--- src/epiv_pkg.sv ---
package epiv_pkg;

  // ==========================================================================
  // Register map (word aligned, byte addresses)
  localparam logic [7:0] ADDR_CORE_CONTROL = 8'h00;
  localparam logic [7:0] ADDR_GENERAL_MASK = 8'h04;
  localparam logic [7:0] ADDR_FLAGS = 8'h08;
  localparam logic [7:0] ADDR_MASK_LOW = 8'h0C;
  localparam logic [7:0] ADDR_MASK_HIGH = 8'h10;
  localparam logic [7:0] ADDR_STATUS = 8'h14;

  // ==========================================================================
  // Field positions
  localparam int SENSE_LO_BIT = 0;
  localparam int SENSE_HI_BIT = 1;
  localparam int EXT_BIT = 6;
  localparam int PCH_HIGH_BIT = 5;
  localparam int PCH_LOW_BIT = 4;
  localparam int LOW_GROUP_W = 8;
  localparam int HIGH_GROUP_W = 4;
  localparam int PIN_W = LOW_GROUP_W + HIGH_GROUP_W;
  localparam int NUM_SRC = 17;
  localparam logic [7:0] RESET_VALUE = 8'h00;

  // ==========================================================================
  // Vector addresses
  localparam logic [4:0] VEC_RESET = 5'h00;
  localparam logic [4:0] VEC_EXT = 5'h01;
  localparam logic [4:0] VEC_PCH_LOW = 5'h02;
  localparam logic [4:0] VEC_PCH_HIGH = 5'h03;
  localparam logic [4:0] VEC_WATCHDOG = 5'h04;
  localparam logic [4:0] VEC_T16_CAPTURE = 5'h05;
  localparam logic [4:0] VEC_T16_OVERFLOW = 5'h08;
  localparam logic [4:0] VEC_T8_COMPARE_A = 5'h09;
  localparam logic [4:0] VEC_COMPARATOR = 5'h0C;
  localparam logic [4:0] VEC_SERIAL_OVERFLOW = 5'h10;

  typedef enum logic [1:0]
  {
    SENSE_LOW_LEVEL = 2'h0,
    SENSE_ANY_CHANGE = 2'h1,
    SENSE_FALLING = 2'h2,
    SENSE_RISING = 2'h3
  } epiv_sense_type;

  // Request toward the core
  typedef struct packed
  {
    logic valid;
    logic [4:0] vector;
  } epiv_req_type;

  // Other sources in vector order 4..16
  typedef struct packed
  {
    logic serial_overflow_src;
    logic serial_start_src;
    logic eeprom_ready_src;
    logic converter_src;
    logic comparator_src;
    logic timer8_overflow_src;
    logic timer8_compare_b_src;
    logic timer8_compare_a_src;
    logic timer16_overflow_src;
    logic timer16_compare_b_src;
    logic timer16_compare_a_src;
    logic timer16_capture_src;
    logic watchdog_timeout_src;
  } epiv_src_type;

endpackage

--- src/epiv_top.sv ---
// Functional notes
// - Every reset cause vectors to address zero, vector number one.
// - External irq at 1, pin-change low 2, high 3, watchdog 4.
// - 16-bit timer capture, compare A, compare B, overflow at 5..8.
// - 8-bit timer at 9..11; comparator, converter, eeprom, serial at 12..16.
// - Pin activity raises interrupts even when the pin drives as output.
// - Any enabled change on inputs 0..7 raises low group request.
// - Any enabled change on inputs 8..11 raises high group request.
// - Only mask-enabled pins contribute to each group request.
// - Pin changes are seen without a clock, waking from any sleep.
// - External pin senses falling edge, rising edge or low level.
// - Level mode requests continuously while the pin stays low.
// - Edge detection works only while the I/O clock runs.
// - Low level is detected without a clock for wake-up.
// - Level released before start-up ends wakes but raises no interrupt.
// - Then no branch occurs; execution resumes after the sleep instruction.
// - Sense 00 low, 01 any change, 10 falling, 11 rising.
// - Ext flag sets on edge, clears on entry or write one, zero in level.
// - Group flags set on change, clear on entry or write one.
// - Dispatch needs its enable bit and global enable both set.
//
// Local design decisions: the AHB-Lite interface to the registers and the register addresses.
module epiv_top
  import epiv_pkg::*;
(
  input wire logic clk,
  input wire logic rstn,
  input wire logic io_clk_en,
  input wire logic global_irq_enable,
  input wire logic irq_ack,
  input wire logic startup_done,
  input wire logic ext_irq_pin,
  input wire logic [PIN_W-1:0] pin_change_inputs,
  input wire epiv_src_type other_src,
  input wire logic [31:0] haddr,
  input wire logic [1:0] htrans,
  input wire logic hwrite,
  input wire logic [2:0] hsize,
  input wire logic hsel,
  input wire logic hready,
  input wire logic [31:0] hwdata,
  output logic [31:0] hrdata,
  output logic hreadyout,
  output logic hresp,
  output epiv_req_type irq_req,
  output logic wake_req,
  output logic reset_vector_valid,
  output logic [4:0] reset_vector
);

  // ==========================================================================
  // Synchronisers
  logic ext_meta;
  logic ext_sync;
  logic ext_prev;
  logic [PIN_W-1:0] pch_meta;
  logic [PIN_W-1:0] pch_sync;
  logic [PIN_W-1:0] pch_prev;

  // Idle high, so no false edge follows reset
  always_ff @(posedge clk or negedge rstn)
  begin
    if (!rstn)
    begin
      ext_meta <= 1'b1;
      ext_sync <= 1'b1;
    end
    else
    begin
      ext_meta <= ext_irq_pin;
      ext_sync <= ext_meta;
    end
  end

  // Pin levels are read whatever the pin direction
  always_ff @(posedge clk or negedge rstn)
  begin
    if (!rstn)
    begin
      pch_meta <= '0;
      pch_sync <= '0;
    end
    else
    begin
      pch_meta <= pin_change_inputs;
      pch_sync <= pch_meta;
    end
  end

  // Previous samples only advance with the I/O clock
  always_ff @(posedge clk or negedge rstn)
  begin
    if (!rstn)
    begin
      ext_prev <= 1'b1;
    end
    else if (io_clk_en)
    begin
      ext_prev <= ext_sync;
    end
  end

  always_ff @(posedge clk or negedge rstn)
  begin
    if (!rstn)
    begin
      pch_prev <= '0;
    end
    else if (io_clk_en)
    begin
      pch_prev <= pch_sync;
    end
  end

  // ==========================================================================
  // Registers
  logic [1:0] core_control_reg;
  logic [2:0] general_irq_mask;
  logic [LOW_GROUP_W-1:0] pin_change_mask_low;
  logic [HIGH_GROUP_W-1:0] pin_change_mask_high;
  logic ext_irq_flag;
  logic pin_change_flag_low;
  logic pin_change_flag_high;

  wire epiv_sense_type sense = epiv_sense_type'(core_control_reg);
  wire sense_sel_hi = core_control_reg[SENSE_HI_BIT];
  wire sense_sel_lo = core_control_reg[SENSE_LO_BIT];
  wire level_mode = (sense == SENSE_LOW_LEVEL);
  wire ext_en = general_irq_mask[2];
  wire pch_high_en = general_irq_mask[1];
  wire pch_low_en = general_irq_mask[0];

  // ==========================================================================
  // Event detection
  wire ext_rise = ext_sync & ~ext_prev;
  wire ext_fall = ~ext_sync & ext_prev;
  // Edges need the I/O clock running
  wire ext_edge_hit = io_clk_en & ((sense == SENSE_ANY_CHANGE) & (ext_rise | ext_fall)
    | (sense == SENSE_FALLING) & ext_fall
    | (sense == SENSE_RISING) & ext_rise);
  wire ext_level_req = level_mode & ~ext_sync & startup_done;

  wire [PIN_W-1:0] pch_toggle;
  genvar gi;
  generate
    for (gi = 0; gi < PIN_W; gi = gi + 1)
    begin : g_toggle
      assign pch_toggle[gi] = io_clk_en & (pch_sync[gi] ^ pch_prev[gi]);
    end
  endgenerate
  wire pch_low_hit = |(pch_toggle[LOW_GROUP_W-1:0] & pin_change_mask_low);
  wire pch_high_hit = |(pch_toggle[PIN_W-1:LOW_GROUP_W] & pin_change_mask_high);

  // Asynchronous wake: raw pins, no clock needed
  wire [PIN_W-1:0] wake_mask = {pin_change_mask_high, pin_change_mask_low};
  wire pch_wake = |((pin_change_inputs ^ pch_sync) & wake_mask);
  wire level_wake = level_mode & ext_en & ~ext_irq_pin;

  // ==========================================================================
  // AHB-Lite slave
  logic dp_write;
  logic [7:0] dp_addr;
  wire addr_phase = hsel & hready & htrans[1];
  wire wr_ctrl = dp_write & (dp_addr == ADDR_CORE_CONTROL);
  wire wr_gmask = dp_write & (dp_addr == ADDR_GENERAL_MASK);
  wire wr_flags = dp_write & (dp_addr == ADDR_FLAGS);
  wire wr_mlow = dp_write & (dp_addr == ADDR_MASK_LOW);
  wire wr_mhigh = dp_write & (dp_addr == ADDR_MASK_HIGH);

  always_ff @(posedge clk or negedge rstn)
  begin
    if (!rstn)
    begin
      dp_write <= 1'b0;
      dp_addr <= RESET_VALUE;
    end
    else
    begin
      dp_write <= addr_phase & hwrite;
      dp_addr <= addr_phase ? haddr[7:0] : dp_addr;
    end
  end

  always_ff @(posedge clk or negedge rstn)
  begin
    if (!rstn)
    begin
      core_control_reg <= '0;
    end
    else if (wr_ctrl)
    begin
      core_control_reg <= {hwdata[SENSE_HI_BIT], hwdata[SENSE_LO_BIT]};
    end
  end

  always_ff @(posedge clk or negedge rstn)
  begin
    if (!rstn)
    begin
      general_irq_mask <= '0;
    end
    else if (wr_gmask)
    begin
      general_irq_mask <= {hwdata[EXT_BIT], hwdata[PCH_HIGH_BIT], hwdata[PCH_LOW_BIT]};
    end
  end

  always_ff @(posedge clk or negedge rstn)
  begin
    if (!rstn)
    begin
      pin_change_mask_low <= '0;
    end
    else if (wr_mlow)
    begin
      pin_change_mask_low <= hwdata[LOW_GROUP_W-1:0];
    end
  end

  always_ff @(posedge clk or negedge rstn)
  begin
    if (!rstn)
    begin
      pin_change_mask_high <= '0;
    end
    else if (wr_mhigh)
    begin
      pin_change_mask_high <= hwdata[HIGH_GROUP_W-1:0];
    end
  end

  // ==========================================================================
  // Flags: hardware set beats software or acknowledge clear
  logic ack_ext;
  logic ack_low;
  logic ack_high;
  wire next_ext_irq_flag = level_mode ? 1'b0
    : ext_edge_hit | (ext_irq_flag & ~ack_ext & ~(wr_flags & hwdata[EXT_BIT]));
  wire next_flag_low = pch_low_hit
    | (pin_change_flag_low & ~ack_low & ~(wr_flags & hwdata[PCH_LOW_BIT]));
  wire next_flag_high = pch_high_hit
    | (pin_change_flag_high & ~ack_high & ~(wr_flags & hwdata[PCH_HIGH_BIT]));

  always_ff @(posedge clk or negedge rstn)
  begin
    if (!rstn)
    begin
      ext_irq_flag <= 1'b0;
    end
    else
    begin
      ext_irq_flag <= next_ext_irq_flag;
    end
  end

  always_ff @(posedge clk or negedge rstn)
  begin
    if (!rstn)
    begin
      pin_change_flag_low <= 1'b0;
    end
    else
    begin
      pin_change_flag_low <= next_flag_low;
    end
  end

  always_ff @(posedge clk or negedge rstn)
  begin
    if (!rstn)
    begin
      pin_change_flag_high <= 1'b0;
    end
    else
    begin
      pin_change_flag_high <= next_flag_high;
    end
  end

  // ==========================================================================
  // Priority and vector selection
  wire gie = global_irq_enable;
  // Level request vanishes if released early, so no branch is taken
  wire [NUM_SRC-1:0] pending = {other_src,
    gie & pch_high_en & pin_change_flag_high,
    gie & pch_low_en & pin_change_flag_low,
    gie & ext_en & (ext_irq_flag | ext_level_req)};
  wire [NUM_SRC-1:0] other_pending = {pending[NUM_SRC-1:3] & {(NUM_SRC-3){gie}}, pending[2:0]};

  logic [4:0] next_vector;
  logic next_valid;
  always_comb
  begin
    next_vector = VEC_RESET;
    next_valid = 1'b0;
    for (int i = NUM_SRC - 1; i >= 0; i--)
    begin
      if (other_pending[i])
      begin
        next_vector = VEC_EXT + 5'(i);
        next_valid = 1'b1;
      end
    end
  end

  // Acknowledge clears the flag of the vector being served
  assign ack_ext = irq_ack & irq_req.valid & (irq_req.vector == VEC_EXT);
  assign ack_low = irq_ack & irq_req.valid & (irq_req.vector == VEC_PCH_LOW);
  assign ack_high = irq_ack & irq_req.valid & (irq_req.vector == VEC_PCH_HIGH);

  always_ff @(posedge clk or negedge rstn)
  begin
    if (!rstn)
    begin
      irq_req <= '0;
    end
    else
    begin
      irq_req.valid <= next_valid & ~irq_ack;
      irq_req.vector <= next_vector;
    end
  end

  // ==========================================================================
  // Outputs
  assign wake_req = pch_wake | level_wake;
  assign reset_vector_valid = 1'b1;
  assign reset_vector = VEC_RESET;
  assign hreadyout = 1'b1;
  assign hresp = 1'b0;

  wire [31:0] rd_status = {26'h0, irq_req.vector, ext_sync};
  wire [31:0] rd_flags = {25'h0, ext_irq_flag, pin_change_flag_high, pin_change_flag_low, 4'h0};
  wire [31:0] rd_gmask = {25'h0, general_irq_mask, 4'h0};
  wire [31:0] rd_ctrl = {30'h0, sense_sel_hi, sense_sel_lo};
  wire [31:0] rd_mux = (haddr[7:0] == ADDR_CORE_CONTROL) ? rd_ctrl
    : (haddr[7:0] == ADDR_GENERAL_MASK) ? rd_gmask
    : (haddr[7:0] == ADDR_FLAGS) ? rd_flags
    : (haddr[7:0] == ADDR_MASK_LOW) ? {24'h0, pin_change_mask_low}
    : (haddr[7:0] == ADDR_MASK_HIGH) ? {28'h0, pin_change_mask_high}
    : (haddr[7:0] == ADDR_STATUS) ? rd_status
    : 32'h0;

  always_ff @(posedge clk or negedge rstn)
  begin
    if (!rstn)
      hrdata <= 32'h0;
    else if (addr_phase & ~hwrite)
      hrdata <= rd_mux;
  end

endmodule

--- config.mk ---
export PLATFORM = sky130hd
export DESIGN_NAME = epiv_top
export DESIGN_NICKNAME = d
export VERILOG_FILES = /design/src/epiv_pkg.sv /design/src/epiv_top.sv
export SDC_FILE = /design/constraint.sdc
export NUM_CORES = 1
export LEC_CHECK = 0
export BUFFER_PORTS_ARGS = -buffer_cell sky130_fd_sc_hd__buf_4
export CAP_MARGIN = 10
export CORE_MARGIN = 2
export CORE_UTILIZATION = 44
export CTS_CLUSTER_SIZE = 20
export DETAILED_ROUTE_END_ITERATION = 16
export GPL_ROUTABILITY_DRIVEN = 0
export PLACE_DENSITY = 0.76
export SYNTH_ARGS = -nofsm -noshare
export SYNTH_HDL_FRONTEND = slang
export SYNTH_SLANG_ARGS = --single-unit
export TNS_END_PERCENT = 30
--- constraint.sdc ---
create_clock -name clk -period 1.9 [get_ports clk]
set_input_delay 0.19 -clock clk [delete_from_list [all_inputs] [get_ports clk]]
set_output_delay 0.19 -clock clk [all_outputs]
set_load 0.01 [all_outputs]
# == Word-level counts from Yosys, hierarchy flattened ==
# Index checks and enable logic that the tools add are counted.
# word_totals
regBits,106
latch_bits,0
ramBits,0
rom_bits,0
in_bits,104
out_inout_bits,47
elab_cells,167
memories,0
# classes
addsub,0
n_mul,0
div,0
magnitude_cmp,0
n_eq_ne,15
shifts,0
muxes,41
bitwise,87
n_reduce_logical,6
# ops
operator,n
5-bit 2-to-1 mux,17
1-bit AND,51
8-bit by 4-bit equality test with 1-bit output (second input constant),4
8-bit 2-to-1 mux,4
8-bit by 5-bit equality test with 1-bit output (second input constant),3
1-bit 2-to-1 mux,18
8-bit by 3-bit equality test with 1-bit output (second input constant),2
8-bit logical NOT,2
13-bit by 14-bit AND with 14-bit output,1
12-bit AND,1
6-bit 2-to-1 mux,2
12-bit OR reduction,1
1-bit bitwise XOR,12
12-bit bitwise XOR,1
1-bit NOT,11
5-bit by 2-bit equality test with 1-bit output (second input constant),2
8-bit AND,1
1-bit bitwise OR,8
8-bit OR reduction,1
5-bit by 1-bit equality test with 1-bit output (second input constant),1
4-bit AND,1
2-bit equality test (second input constant),2
4-bit OR reduction,1
2-bit by 1-bit equality test with 1-bit output (second input constant),1
2-bit logical NOT,1

# == Longest topological paths before layout ==
# depth
ltp_word,19
ltp_mapped,6
depth_no_buf,6

# == Worst setup path before layout ==
# No wires, ideal clock.
# synth_path
path_kind,reg-to-reg
from,register dp_addr[5]
to,register general_irq_mask[0]
setup_time_ps,125
t_arrival_ps,1688
required_ps,1775
path_slack_ps,88
stages_incl_launch_ff,6
path_buffers,0
synth_period_minus_slack_ps,1812
cell_sequence,dfrtp_1 -> or4b_4 -> nor4_4 -> nand2_1 -> nor2_1 -> mux2_2
# synth_via
elab_chain_cells,2
# synth_lines
element,line,text
start: declaration,epiv_top.sv:162,logic [7:0] dp_addr;
start signal: assignment,epiv_top.sv:180,dp_addr <= addr_phase ? haddr[7:0] : dp_addr;
8-bit by 3-bit equality test with 1-bit output,epiv_top.sv:165,wire wr_gmask = dp_write & (dp_addr == ADDR_GENERAL_MASK);
1-bit AND,epiv_top.sv:165,
end signal: assignment,epiv_top.sv:204,"general_irq_mask <= {hwdata[EXT_BIT], hwdata[PCH_HIGH_BIT], hwdata[PCH_LOW_BIT]};"
end: declaration,epiv_top.sv:118,logic [2:0] general_irq_mask;
# Every way passes these cells.
# A chain may end at the register's enable or synchronous reset.

# == Worst setup path in the final report ==
# layout_path
from,register dp_addr[6]
to,register pin_change_mask_high[3]
# layout_via
elab_chain_cells,2
# layout_lines
element,line,text
8-bit by 5-bit equality test with 1-bit output,epiv_top.sv:168,wire wr_mhigh = dp_write & (dp_addr == ADDR_MASK_HIGH);
1-bit AND,epiv_top.sv:168,
end signal: assignment,epiv_top.sv:228,pin_change_mask_high <= hwdata[HIGH_GROUP_W-1:0];
end: declaration,epiv_top.sv:120,logic [HIGH_GROUP_W-1:0] pin_change_mask_high;
# Every way passes these cells.

==> flow_metrics.env <==
export IMPL_required_ns=2.14
export IMPL_clock_sinks=82
export IMPL_drc=0
export IMPL_syn2layout_area_growth_pct=22.7
export IMPL_synth_yosys_seq_area_share_pct=53.1
export IMPL_stdcell_count=525
export IMPL_drt_pass1_iterations=4
export IMPL_die_area_um2=9570
export IMPL_clkTransAtPathRegs_ns=0.08
export IMPL_setup_violations=1
export IMPL_first_global_vias=2762
export IMPL_setup_tns_final_ns=-0.00456
export IMPL_r2r_end="pin_change_mask_high[3]$_DFFE_PN0P_"
export IMPL_first_iter_violations=142
export IMPL_worst_ep_arrival_time_ns=2.14
export IMPL_hold_violations=0
export IMPL_synth_edf_count=0
export IMPL_critPathCaptureType="flip-flop"
export IMPL_tightestPinTransition_ns=0.580
export IMPL_fin_nets=519
export IMPL_layout_setup_ws_ns=-0.00456
export IMPL_holdCritStartpoint="haddr[1]"
export IMPL_wl_met3_um=444
export IMPL_antenna_cells=0
export IMPL_leakage_nw=2.16
export IMPL_synth_simple_gate_area_share_pct=10.0
export IMPL_gr_total_overflow=0
export IMPL_dp_slack_ns=-0.0254
export IMPL_die_width_um=97.8
export IMPL_cts_tree="done"
export IMPL_period_share_pct=100
export IMPL_internal_power_w=0.00264
export IMPL_synth_compound_area_share_pct=10.0
export IMPL_dp_cells=495
export IMPL_top_regs="pch_meta x12, pch_prev x12, pch_sync x12"
export IMPL_cts_htree_levels=3
export IMPL_violations="setup timing"
export IMPL_synthMuxAreaShare_pct=12.8
export IMPL_drv_cap=0
export IMPL_hpwl_um=6100
export IMPL_clockBufferDepth=2
export IMPL_run_status="finished, violations left"
export IMPL_hold_end="dp_addr[1]$_DFFE_PN0P_"
export IMPL_grt_antenna_before_repair=0
export IMPL_p_comb_share_pct=13.9
export IMPL_pwr_share_clk_pct=31.0
export IMPL_synth_fa_ha_area_share_pct=0.646
export IMPL_port_buffers=66
export IMPL_maxSlewHeadroom_pct=61.4
export IMPL_fmax_mhz=525
export IMPL_reg2reg_depth=4
export IMPL_clock_skew_ns=0.00401
export IMPL_post_cts_setup_buffer_count=0
export IMPL_timing_rr_start="dp_addr[6]$_DFFE_PN0P_"
export IMPL_met2_length_um=3780
export IMPL_hold_path_class="input pin to flip-flop"
export IMPL_cp_max_fo=4
export IMPL_hold_slack_ns=0.0781
export IMPL_cp_start_kind="flip-flop"
export IMPL_synth_area_um2=3870
export IMPL_synthDistinctLibCells=51
export IMPL_holdPathStages=2
export IMPL_grt_usage_pct=17.5
export IMPL_netSwitchingPower_w=0.000961
export IMPL_start_util_pct=44.9
export IMPL_ys_ff_latch=82
export IMPL_die_h_um=97.8
export IMPL_rows=34
export IMPL_p_sw_share_pct=26.7
export IMPL_async_flop_share_pct=100
export IMPL_rsz0062_at_grt="true"
export IMPL_crit_type="flip-flop to flip-flop"
export IMPL_ir_worst_vdd_mv=0.331
export IMPL_yosys_warnings=0
export IMPL_cts_made_buffers=9
export IMPL_met1_length_um=3620
export IMPL_synth_avg_cell_area_um2=12.0
export IMPL_synth_top_family_by_area="multiplexers"
export IMPL_drtAntennaViolNets=0
export IMPL_seqPwrFrac_pct=55.1
export IMPL_insertion_delay_ns=0.35
export IMPL_drive_gt1_share_pct=34.5
export IMPL_grt_max_degree=48
export IMPL_wirelength_um=8050
export IMPL_min_period_ns=1.90
export IMPL_r2r_slack_ns=-0.005
export IMPL_vias=2725
export IMPL_cts_root_buf="clkbuf_8"
export IMPL_synth_xor_area_share_pct=5.42
export IMPL_core_um2=8640
export IMPL_p_per_area_nw_per_um2=756
export IMPL_highest_layer="met4"
export IMPL_wl_per_cell_um=15.3
export IMPL_grt_pass1_wl_um=13300
export IMPL_synth_main_ff_cell="dfrtp_1"
export IMPL_viasPerCell=5.19
export IMPL_synthCells=323
export IMPL_drv_slew=0
export IMPL_num_io_pins=151
layout by cell type (no fill, tap or decap), types with 4 or more instances in the layout:
cell type / n
mux2_2: 41
dfrtp_1: 79
buf_4: 72
nor2_1: 16
o21ai_0: 10
clkbuf_8: 10
inv_1: 8
conb_1: 32
a22oi_1: 14
nand2_1: 17
dlygate4sd3_1: 15
o41ai_1: 4
xor2_1: 24
a21oi_1: 5
cell usage after synthesis, types with 2 or more instances:
| library cell | number | area share [%] |
|---|---|---|
| conb_1 | 2 | 0.19 |
| a221o_2 | 2 | 0.58 |
| o21a_1 | 2 | 0.39 |
| mux2_2 | 43 | 12 |
| nor2_1 | 17 | 1.6 |
| nor3b_1 | 3 | 0.58 |
| o41ai_1 | 4 | 0.90 |
| a31oi_1 | 2 | 0.32 |
| ha_1 | 2 | 0.65 |
| or2_2 | 2 | 0.32 |
| a32o_1 | 2 | 0.52 |
| a21oi_1 | 5 | 0.65 |
| o21ai_0 | 10 | 1.3 |
| nor4b_1 | 3 | 0.68 |
| a211oi_1 | 2 | 0.39 |
| inv_1 | 8 | 0.77 |
| nor3_1 | 2 | 0.26 |
| nand2_1 | 17 | 1.6 |
| nand2b_1 | 2 | 0.32 |
| dfrtp_1 | 79 | 51 |
| nor4_1 | 3 | 0.48 |
| buf_2 | 3 | 0.39 |
| nand4_1 | 2 | 0.32 |
| buf_4 | 33 | 6.4 |
| and2_1 | 2 | 0.32 |
| dfstp_2 | 3 | 2.0 |
| nor2b_1 | 3 | 0.48 |
| clkbuf_1 | 2 | 0.19 |
| xor2_1 | 24 | 5.4 |
| a22oi_1 | 14 | 2.7 |
| or4_1 | 2 | 0.39 |
| nand3_1 | 3 | 0.39 |
| a222oi_1 | 2 | 0.52 |
logic make-up (layout without fill, tap and decap cells):
kind of cell	count (synthesis)	in the layout
other	2	32
flip-flops	82	82
XOR/XNOR	24	24
buffers and inverters	47	111
multiplexers	44	44
AND/OR/NAND/NOR	69	69
AO/OA/AOI/OAI	53	53
adder cells (fa/ha/maj)	2	2
critical path: stages (launching register included):
cell,delay (ns)
dfrtp_1,0.38
or4b_4,0.56
buf_4,0.16
or3_4,0.40
mux2_2,0.30
how the worst max path moves through the flow:
stage / start / endpoint / slack (ns) / depth (start not counted)
5_1_grt: dp_addr[6]$_DFFE_PN0P_ / pin_change_mask_low[4]$_DFFE_PN0P_ / -0.05 / 4
2_1_floorplan: dp_addr[5]$_DFFE_PN0P_ / general_irq_mask[0]$_DFFE_PN0P_ / 0.09 / 5
4_1_cts: dp_addr[6]$_DFFE_PN0P_ / core_control_reg[1]$_DFFE_PN0P_ / -0.007 / 5
6_report: dp_addr[6]$_DFFE_PN0P_ / pin_change_mask_high[3]$_DFFE_PN0P_ / -0.005 / 4
3_3_place_gp: dp_addr[5]$_DFFE_PN0P_ / general_irq_mask[2]$_DFFE_PN0P_ / 0.003 / 5
3_5_place_dp: dp_addr[5]$_DFFE_PN0P_ / general_irq_mask[2]$_DFFE_PN0P_ / -0.03 / 5
metal layers:
metal	GRT usage (%)	up-vias
met3	3.36	19
met2	27.8	102
li1	-	1270
met5	0	-
met4	8.55	0
met1	23.2	1334
per-stage QoR:
| stage | utilization, % | total power (W) | area [um2] |
|---|---|---|---|
| floorplan | - | 0.00230 | 3990 |
| global placement | 51.1 | 0.00247 | 4410 |
| detailed placement | 51.1 | 0.00249 | 4410 |
| CTS | 54.8 | 0.00362 | 4730 |
| global route | 55.1 | 0.00377 | 4760 |
| finish | 55.1 | 0.00360 | 4760 |
power by group through the flow:
stage | logic [W] | clock network (W) | registers (W)
floorplan | 0.000315 | 0 | 0.00198
global placement | 0.000463 | 0 | 0.00200
detailed placement | 0.000476 | 0 | 0.00201
CTS | 0.000503 | 0.00114 | 0.00198
global route | 0.000556 | 0.00122 | 0.00200
finish | 0.000501 | 0.00111 | 0.00198
what timing repair did:
action,in CTS,in global routing
gates resized for setup,1,5
hold buffers,15,0
hold endpoints to repair,56,0
endpoints found under the setup margin,11,18
pin swaps,1,0
final cells by class:
type	count	area, um2
clock buffer	11	141
clock inverter	4	28.8
fill	752	3880
inverter	8	30.0
multi-input combinational	224	1650
sequential	82	2060
tap	108	135
timing repair buffer	88	711
(Power assumes the default switching activity.)
